$ cat src/brc_defs.svh
// Field positions, reset values and codes of the burst configuration register
`ifndef BRC_DEFS_SVH
`define BRC_DEFS_SVH

`define BRC_CFG_W          16
`define BRC_CFG_DEFAULT    16'hdf48
`define BRC_BIT_READ_MODE  15
`define BRC_WAIT_MSB       14
`define BRC_WAIT_LSB       11
`define BRC_BIT_RDY_POL    10
`define BRC_BIT_RDY_TIMING 8
`define BRC_BIT_HALF_DRIVE 7
`define BRC_BLEN_MSB       2
`define BRC_BLEN_LSB       0

`define BRC_WAIT_MIN_CODE  4'h1
`define BRC_WAIT_MAX_CODE  4'hb
`define BRC_WAIT_OFFSET    4'h2

`define BRC_BLEN_CONT      3'h0
`define BRC_BLEN_WRAP8     3'h2
`define BRC_BLEN_WRAP16    3'h3
`define BRC_WRAP8_LAST     4'h7
`define BRC_WRAP16_LAST    4'hf

`endif

$ cat src/brc_pkg.sv
// Types shared by the burst configuration block
package brc_pkg;
	typedef enum logic [1:0] {BRC_IDLE, BRC_WAIT, BRC_DATA} brc_state_t;
	typedef logic [2:0] brc_blen_t;
endpackage

$ cat src/brc_addr_gen.sv
// Burst word address counter: continuous, 8-word and 16-word wrap
`timescale 1ns/100ps
`include "brc_defs.svh"
module brc_addr_gen
	import brc_pkg::*;
#(
	parameter int ADDR_W = 24
) (
	input  wire logic              clk_i,
	input  wire logic              rst_n_i,
	input  wire logic              load_i,
	input  wire logic [ADDR_W-1:0] start_addr_i,
	input  wire logic              advance_i,
	input  wire brc_blen_t         blen_i,
	output logic      [ADDR_W-1:0] addr_o
);
	logic [3:0] word_cnt;
	logic       at_last;

	generate
		if (ADDR_W < 4) begin : g_chk
			$error("ADDR_W must be at least 4");
		end
	endgenerate

	// Wrap bursts stop advancing on the last word and keep driving it
	always_comb begin
		case (blen_i)
			`BRC_BLEN_WRAP8:  at_last = (word_cnt == `BRC_WRAP8_LAST);
			`BRC_BLEN_WRAP16: at_last = (word_cnt == `BRC_WRAP16_LAST);
			default:          at_last = 1'b0;
		endcase
	end

	always_ff @(posedge clk_i or negedge rst_n_i) begin
		if (!rst_n_i) begin
			addr_o   <= '0;
			word_cnt <= 4'h0;
		end else if (load_i) begin
			addr_o   <= start_addr_i;
			word_cnt <= 4'h0;
		end else if (advance_i && !at_last) begin
			word_cnt <= word_cnt + 4'h1;
			case (blen_i)
				`BRC_BLEN_WRAP8: begin
					addr_o[2:0] <= addr_o[2:0] + 3'h1;
				end
				`BRC_BLEN_WRAP16: begin
					addr_o[3:0] <= addr_o[3:0] + 4'h1;
				end
				default: begin
					addr_o <= addr_o + {{(ADDR_W-1){1'b0}}, 1'b1};
				end
			endcase
		end
	end
endmodule // brc_addr_gen

$ cat src/brc_burst_config.sv
// Burst configuration register with the synchronous burst read sequencer it steers
// Operation
// - Power-up or hardware reset sends the block idle and loads every field default.
// - A configuration read returns the current register contents.
// - A command reset leaves the register untouched.
// - Bit 15 picks synchronous burst when zero and asynchronous reads when one, default one.
// - Writes always use asynchronous timing, so a write cycle never starts a burst.
// - Wait code 0001 puts first data on the 3rd edge, each step one more, 1011 the 13th.
// - Latency counts from the address strobe cycle that captures the start address.
// - After the wait the first word is driven, then one word per edge with address advance.
// - Bit 10 sets the valid indicator active high when one and active low when zero.
// - Bit 8 zero raises the indicator one clock before data, one raises it with data.
// - Bit 7 picks full drive when zero and half drive when one, default zero.
// - Burst length 000 is continuous, 010 an 8-word wrap, 011 a 16-word wrap.
// - Reserved bits 9, 6, 3 reset to one and bits 5, 4 to zero.
// - Continuous bursts run on and wrap past the top until deselect, reset or a new address.
// - Wrap bursts stay in their aligned group and then hold the last word.
`timescale 1ns/100ps
`include "brc_defs.svh"
module brc_burst_config
	import brc_pkg::*;
#(
	parameter int ADDR_W = 24
) (
	input  wire logic              CLK_I,
	input  wire logic              RST_N_I,
	input  wire logic              CMD_RESET_I,
	input  wire logic              CFG_WR_I,
	input  wire logic [15:0]       CFG_WDATA_I,
	input  wire logic              CFG_RD_I,
	input  wire logic              CE_N_I,
	input  wire logic              WE_N_I,
	input  wire logic              ADDRESS_VALID_STROBE_N_I,
	input  wire logic [ADDR_W-1:0] ADDR_I,
	output logic      [15:0]       CFG_RDATA_O,
	output logic                   CFG_RVALID_O,
	output logic                   SYNC_MODE_O,
	output logic                   HALF_DRIVE_O,
	output logic                   DATA_OUT_EN_O,
	output logic                   DATA_VALID_O,
	output logic      [ADDR_W-1:0] RD_ADDR_O
);
	logic [15:0] burst_config_reg;
	brc_state_t  state;
	brc_state_t  next_state;
	logic [3:0]  wait_cnt;
	logic [3:0]  next_wait_cnt;
	logic        start;
	logic        b_pol;
	logic        b_early;
	brc_blen_t   b_blen;
	logic        next_ind;
	logic [3:0]  lat_cnt;
	logic [3:0]  lat_w;

	// Reserved wait codes fall back to the slowest legal setting
	function automatic logic [3:0] latency(input logic [3:0] code);
		if (code < `BRC_WAIT_MIN_CODE || code > `BRC_WAIT_MAX_CODE)
			return `BRC_WAIT_MAX_CODE + `BRC_WAIT_OFFSET;
		return code + `BRC_WAIT_OFFSET;
	endfunction

	// Reserved length codes run as continuous
	function automatic brc_blen_t blen_decode(input logic [2:0] code);
		if (code == `BRC_BLEN_WRAP8 || code == `BRC_BLEN_WRAP16)
			return code;
		return `BRC_BLEN_CONT;
	endfunction

	// Whole-word update; a command reset has no path into it
	always_ff @(posedge CLK_I or negedge RST_N_I) begin
		if (!RST_N_I) begin
			burst_config_reg <= `BRC_CFG_DEFAULT;
		end else if (CFG_WR_I) begin
			burst_config_reg <= CFG_WDATA_I;
		end
	end

	always_ff @(posedge CLK_I or negedge RST_N_I) begin
		if (!RST_N_I) begin
			CFG_RDATA_O  <= 16'h0000;
			CFG_RVALID_O <= 1'b0;
		end else begin
			CFG_RVALID_O <= CFG_RD_I;
			if (CFG_RD_I) begin
				CFG_RDATA_O <= burst_config_reg;
			end
		end
	end

	always_ff @(posedge CLK_I or negedge RST_N_I) begin
		if (!RST_N_I) begin
			SYNC_MODE_O  <= 1'b0;
			HALF_DRIVE_O <= 1'b0;
		end else begin
			SYNC_MODE_O  <= !burst_config_reg[`BRC_BIT_READ_MODE];
			HALF_DRIVE_O <= burst_config_reg[`BRC_BIT_HALF_DRIVE];
		end
	end

	// Only a synchronous read cycle latches a burst start address
	assign start = !burst_config_reg[`BRC_BIT_READ_MODE] && !CE_N_I && WE_N_I
		&& !ADDRESS_VALID_STROBE_N_I;

	always_comb begin
		next_state    = state;
		next_wait_cnt = wait_cnt;
		if (CMD_RESET_I || CE_N_I) begin
			next_state = BRC_IDLE;
		end else if (start) begin
			next_state    = BRC_WAIT;
			next_wait_cnt = latency(burst_config_reg[`BRC_WAIT_MSB:`BRC_WAIT_LSB]);
		end else begin
			case (state)
				BRC_WAIT: begin
					next_wait_cnt = wait_cnt - 4'h1;
					if (wait_cnt == 4'h1)
						next_state = BRC_DATA;
				end
				BRC_DATA: next_state = BRC_DATA;
				default:  next_state = BRC_IDLE;
			endcase
		end
		next_ind = (next_state == BRC_DATA)
			|| (b_early && next_state == BRC_WAIT && next_wait_cnt == 4'h1 && !start);
	end

	always_ff @(posedge CLK_I or negedge RST_N_I) begin
		if (!RST_N_I) begin
			state    <= BRC_IDLE;
			wait_cnt <= 4'h0;
		end else begin
			state    <= next_state;
			wait_cnt <= next_wait_cnt;
		end
	end

	// Snapshot at burst start so a later write cannot disturb a running burst
	always_ff @(posedge CLK_I or negedge RST_N_I) begin
		if (!RST_N_I) begin
			b_pol   <= 1'b1;
			b_early <= 1'b0;
			b_blen  <= `BRC_BLEN_CONT;
		end else if (start) begin
			b_pol   <= burst_config_reg[`BRC_BIT_RDY_POL];
			b_early <= !burst_config_reg[`BRC_BIT_RDY_TIMING];
			b_blen  <= blen_decode(burst_config_reg[`BRC_BLEN_MSB:`BRC_BLEN_LSB]);
		end
	end

	always_ff @(posedge CLK_I or negedge RST_N_I) begin
		if (!RST_N_I) begin
			DATA_OUT_EN_O <= 1'b0;
			DATA_VALID_O  <= 1'b0;
		end else begin
			DATA_OUT_EN_O <= (next_state == BRC_DATA);
			DATA_VALID_O  <= start ? !burst_config_reg[`BRC_BIT_RDY_POL]
				: (b_pol ? next_ind : !next_ind);
		end
	end

	brc_addr_gen #(
		.ADDR_W(ADDR_W)
	) u_addr (
		.clk_i       (CLK_I),
		.rst_n_i     (RST_N_I),
		.load_i      (start),
		.start_addr_i(ADDR_I),
		.advance_i   (state == BRC_DATA && next_state == BRC_DATA),
		.blen_i      (b_blen),
		.addr_o      (RD_ADDR_O)
	);

	// Assertion helpers: cycles since the address strobe and the expected latency
	always_ff @(posedge CLK_I or negedge RST_N_I) begin
		if (!RST_N_I) begin
			lat_cnt <= 4'h0;
			lat_w   <= 4'h0;
		end else if (start) begin
			lat_cnt <= 4'h0;
			lat_w   <= latency(burst_config_reg[`BRC_WAIT_MSB:`BRC_WAIT_LSB]);
		end else if (lat_cnt != 4'hf) begin
			lat_cnt <= lat_cnt + 4'h1;
		end
	end
endmodule // brc_burst_config

$ cat config.mk
export PLATFORM = sky130hd
export DESIGN_NAME = brc_burst_config
export DESIGN_NICKNAME = d
export VERILOG_FILES = /design/src/brc_pkg.sv /design/src/brc_addr_gen.sv /design/src/brc_burst_config.sv
export VERILOG_INCLUDE_DIRS = /design/src
export SDC_FILE = /design/constraint.sdc
export NUM_CORES = 1
export LEC_CHECK = 0
export ABC_CLOCK_PERIOD_IN_PS = 3850
export BUFFER_PORTS_ARGS = -buffer_cell sky130_fd_sc_hd__buf_2
export CAP_MARGIN = 15
export CORE_AREA = 3 3 78 94
export CTS_CLUSTER_DIAMETER = 120
export DETAILED_ROUTE_END_ITERATION = 16
export DIE_AREA = 0 0 81 97
export GPL_ROUTABILITY_DRIVEN = 0
export GPL_TIMING_DRIVEN = 0
export PLACE_DENSITY_LB_ADDON = 0.08
export SLEW_MARGIN = 20
export SYNTH_ARGS = -nofsm -noshare
export SYNTH_HDL_FRONTEND = slang
export SYNTH_SLANG_ARGS = --single-unit
$ cat constraint.sdc
create_clock -name CLK_I -period 3.85 [get_ports CLK_I]
set_input_delay 0.77 -clock CLK_I [delete_from_list [all_inputs] [get_ports CLK_I]]
set_output_delay 0.77 -clock CLK_I [all_outputs]
set_load 0.01 [all_outputs]
### Word-level counts from Yosys, hierarchy flattened

Cells that the tools add are included.

| storage, ports and cells | value |
|---|---|
| register bits | 76 |
| input port bits | 48 |
| output and inout bits | 45 |
| word-level logic and storage cells | 88 |

| cells by class | value |
|---|---|
| $add $sub $neg | 6 |
| magnitude comparators | 2 |
| equal/unequal tests | 14 |
| muxes and demuxes | 26 |
| reductions and logical operators | 24 |

Operator list:

| operator | number |
|---|---|
| two-way mux 24 bit | 2 |
| two-way mux 4 bit | 7 |
| adder 24 x 1 -> 24 bit (second input constant) | 1 |
| two-way mux 20 bit | 1 |
| == test 3 x 2 -> 1 bit (second input constant) | 4 |
| adder 4 x 1 -> 4 bit (second input constant) | 2 |
| == test 4 x 1 -> 1 bit (second input constant) | 2 |
| logical AND 1 bit | 8 |
| zero test 1 bit | 8 |
| two-way mux 1 bit | 7 |
| two-way mux 2 bit | 3 |
| two-way mux 3 bit | 2 |
| case mux 3 bit (2 select lines) | 1 |
| adder 4 x 2 -> 4 bit (second input constant) | 1 |
| == test 2 x 1 -> 1 bit (second input constant) | 2 |
| == test 2 bit (second input constant) | 2 |
| == test 4 x 3 -> 1 bit (second input constant) | 1 |
| == test 4 bit (second input constant) | 1 |
| > comparator 4 bit (second input constant) | 1 |
| logical OR 1 bit | 4 |
| < comparator 4 x 1 -> 1 bit (second input constant) | 1 |
| case mux 1 bit (2 select lines) | 2 |
| case mux 2 bit (2 select lines) | 1 |
| AND reduction 2 bit | 2 |
| other kinds (6) | 6 |

### Depth between registers and ports, before layout

| depth | value |
|---|---|
| depth in word-level cells | 16 |
| depth in mapped cells | 9 |

### Modules after synthesis

Synthesis repeated with hierarchy kept, for this count alone.

| unflattened totals | value |
|---|---|
| cells, all modules | 347 |
| area total of the unflattened synthesis | 3694.8 um2 |

Modules (own cells, without submodules):

| module | instances | cells each | area each (um2) | seq. area each (um2) |
|---|---|---|---|---|
| brc_burst_config | 1 | 160 | 2045.7 | 1213.7 |
| brc_addr_gen | 1 | 187 | 1649.1 | 700.7 |

### Worst setup path before layout

Ideal clock, no wire load.

| timing | value |
|---|---|
| path kind | in2reg |
| from | in CMD_RESET_I |
| to | reg u_addr.addr_o[17] |
| data arrival time | 2.131 ns |
| required time | 3.773 ns |
| setup slack | 1.642 ns |
| stages | 8 |
| buffers on the path | 2 |
| path through | or2_1 -> buf_2 -> a211oi_4 -> and4_4 -> buf_6 -> nand4_2 -> xor2_1 -> a21oi_1 |

| between the ends | value |
|---|---|
| longest elaborated chain between the ends | 7 |

RTL lines:

| what | line | source |
|---|---|---|
| start, declared | brc_burst_config.sv:27 | `input wire logic CMD_RESET_I,` |
| logical OR 1 bit | brc_burst_config.sv:108 | `if (CMD_RESET_I \|\| CE_N_I) begin` |
| two-way mux 2 bit | brc_burst_config.sv:108 |  |
| == test 2 bit | brc_burst_config.sv:169 | `.advance_i (state == BRC_DATA && next_state == BRC_DATA),` |
| logical AND 1 bit | brc_burst_config.sv:169 |  |
| logical AND 1 bit | brc_addr_gen.sv:42 | `end else if (advance_i && !at_last) begin` |
| nonzero test 2 bit (no source line) | n/a |  |
| AND reduction 2 bit (no source line) | n/a |  |
| end signal, assigned | brc_addr_gen.sv:40 | `addr_o <= start_addr_i;` |
| end signal, assigned | brc_addr_gen.sv:52 | `addr_o <= addr_o + {{(ADDR_W-1){1'b0}}, 1'b1};` |
| end, declared | brc_addr_gen.sv:15 | `output logic [ADDR_W-1:0] addr_o` |

Every way passes these cells.
A chain may end at the register's enable or synchronous reset.

### Final worst setup path

| timing | value |
|---|---|
| from | in CE_N_I |
| to | reg u_addr.addr_o[10] |

| between the ends | value |
|---|---|
| longest elaborated chain between the ends | 11 |

RTL lines:

| what | line | source |
|---|---|---|
| start, declared | brc_burst_config.sv:31 | `input wire logic CE_N_I,` |
| zero test 1 bit | brc_burst_config.sv:102 | `` assign start = !burst_config_reg[`BRC_BIT_READ_MODE] && !CE_N_I && WE_N_I `` |
| logical AND 1 bit (3 in a row) | brc_burst_config.sv:102 |  |
| two-way mux 2 bit | brc_burst_config.sv:110 | `end else if (start) begin` |
| two-way mux 2 bit | brc_burst_config.sv:108 |  |
| == test 2 bit | brc_burst_config.sv:169 |  |
| logical AND 1 bit | brc_burst_config.sv:169 |  |
| logical AND 1 bit | brc_addr_gen.sv:42 |  |
| nonzero test 2 bit (no source line) | n/a |  |
| AND reduction 2 bit (no source line) | n/a |  |

Parallel ways exist; a longest one is shown, timed or not.

==> flow_summary.toml <==
[outcome]
status = "finished clean"

[timing]
fin_crit_sh_pct = 60.1
layout_setup_ws_ns = 1.54
rsz0062_at_grt = "false"
setup_violations = 0
slew_viol_final = 0
maxSlewHeadroom_pct = 51.2
timing.final.crit_period_ns = 2.31
fin_tns_setup_ns = 0
tightestPinTransition_ns = 0.728
max_freq_ghz = 0.432
skew_ns = 0.0137
hold_viol = 0

[clocking]
ctsLongestPathBuffers = 2
cts_resized = 0
clock-sinks = 76
post_cts_buffers = 0
clockRootBuffer = "clkbuf_8"
clk_pin_slew_worst_paths_ns = 0.09
htreeDepth = 3
postCtsHoldBufs = 0
clkLatencyLatePin_ns = 0.35
cts_tree = "yes"
cts_made_buffers = 9

[routing]
vias_per_cell = 5.38
wl_per_cell_um = 15.0
drc_errors = 0
drt_iter0_markers = 88
wl_um = 7980
vias = 2862
firstDrtPassIters = 4
detail-route-antenna-nets = 0

[synthesis]
syn_area_per_cell_um2 = 10.8
async_reset_ff_share_pct = 100
ys_seq_area_share_pct = 52.1
synth_cell_types = 49
synth-edff-count = 0
synth_seq_cells = 76
synth_cells = 339
netlist_area_um2 = 3680
ys_warn_count = 0
ys.flop_type = "dfrtp_1"
postSynthNetCount = 394

[worst_setup_path]
cp-end-kind = "flop"
cp_max_fo = 10
rr_worst_depth = 9
crit_arrival_ns = 2.59
worstSetupPathType = "in -> reg"
start_kind = "primary input"
cp.required_ns = 4.12

[placement]
hpwl_um = 5810
port_buffers = 91
dpl.cell_count = 516
dp_slack_ns = 1.14

[power_and_ir_drop]
power_mw = 2.10
p_leak_nw = 1.98
vdd_drop_max_uv = 335
powerDensity_nw_per_um2 = 470

[final_layout]
seqCellArea_um2 = 1910
fin_nets = 497
layout_commonest_cell = "buf_2"
final_cells = 532
drive_above_1_share_pct = 36.2
final_cell_mix = "91 x buf_2, 66 x dfrtp_1, 41 x nand2_1"
nFillCells = 529
largest_reg_flops = 24
area_delta_synth_final_pct = 21.6
multi_input_area_um2 = 1650
antenna_cells = 0
fin_util_pct = 68.9

[global_routing]
grt-ovfl-total = 0
use_met2_pct = 35.7
grt_pass1_vias = 2871
grt_busiest_layer = "met2"
grt_max_degree = 46
antenna_found_initial = 0
use_met1_pct = 26.6
grt_usage_pct = 21.6
grt_pass1_wl_um = 13400
grtUsageMet3_pct = 6.15

[floorplan]
row_count = 32
start_util_pct = 56.7
dieWidth_um = 81
top_level_ports = 93
core_um2 = 6490
fp.dieH_um = 97
dieArea_um2 = 7860

[min_path]
min-delay-path-class = "in -> async"

[run]
maxCapViolations = 0
routing by layer:
layer	up-vias	share of wire [%]
met2	93	49
met1	1367	42
met4	0	1.0
met3	9	7.3
li1	1393	-
met5	-	0
Yosys cell counts, types with 2 or more instances:
cell type / instances / area share [%]
nor4_1: 4 / 0.68
nand4_1: 14 / 2.4
clkbuf_1: 12 / 1.2
o21ai_0: 17 / 2.3
or4b_1: 2 / 0.54
o211ai_1: 2 / 0.41
mux2i_1: 2 / 0.54
xor2_1: 15 / 3.6
nor2b_1: 3 / 0.51
buf_6: 2 / 0.61
ha_1: 7 / 2.4
xnor2_1: 13 / 3.1
nand3_1: 7 / 0.95
o21ai_1: 11 / 1.5
dfstp_2: 10 / 7.1
and3_1: 5 / 0.85
nor2_1: 26 / 2.7
inv_1: 10 / 1.0
dfrtp_1: 66 / 45
nand3b_1: 2 / 0.41
mux2_2: 31 / 9.5
nor3_1: 4 / 0.54
and2_1: 4 / 0.68
a21oi_1: 5 / 0.68
nand2_1: 41 / 4.2
power breakdown:
| part | total [mW] | internal (mW) | switching [mW] |
|---|---|---|---|
| clock | 0.642 | 0.310 | 0.332 |
| sequential | 1.04 | 0.927 | 0.111 |
| combinational | 0.421 | 0.197 | 0.223 |
| total | 2.10 | 1.43 | 0.665 |
kinds of logic (layout without fill, tap and decap cells):
family                     after synthesis  in the layout  share of synthesized area [%]
muxes                                   33             33                           10.0
adders and majority gates                7              7                           2.38
xor gates and xnor gates                28             28                           6.67
AOI/OAI and AO/OA                       46             46                           8.24
buffers and inverters                   26            134                           3.13
DFF                                     76             76                           52.1
and+or+nand+nor                        123            123                           17.5
worst max-delay path: stages:
cell      delay [ns]
buf_2           0.14
nor4b_4         0.58
clkbuf_1        0.46
clkbuf_1        0.44
nand2_1         0.11
o21ai_1         0.09
per-stage QoR:
step                      area, µm²  hold slack, ns
after floorplan                3680           0.365
after global placement         4240           0.375
after detailed placement       4270           0.399
after CTS                      4470           0.360
after global routing           4470           0.359
final                          4470           0.358
layout make-up:
type                    instances  area share (%)
clock buffers                   9            2.77
plain buffers                  16            1.73
flip-flops and latches         76            42.8
well taps                      85            2.38
repair buffers                 92            10.9
inverters                      10           0.839
clock inverters                 7            1.79
multi-input cells             237            36.8
worst paths after layout:
path	from	endpoint	slack (ns)
max in group asynchronous	RST_N_I	b_pol	2.85
min in group CLK_I	burst_config_reg[7]	HALF_DRIVE_O	0.40
setup reg to reg	wait_cnt[1]	u_addr.addr_o[20]	1.55
hold reg to reg	burst_config_reg[7]	HALF_DRIVE_O	0.40
setup / recovery	CE_N_I	u_addr.addr_o[10]	1.54
hold / removal	RST_N_I	u_addr.addr_o[13]	0.36
Note: power is estimated with default switching activity, not from simulation.
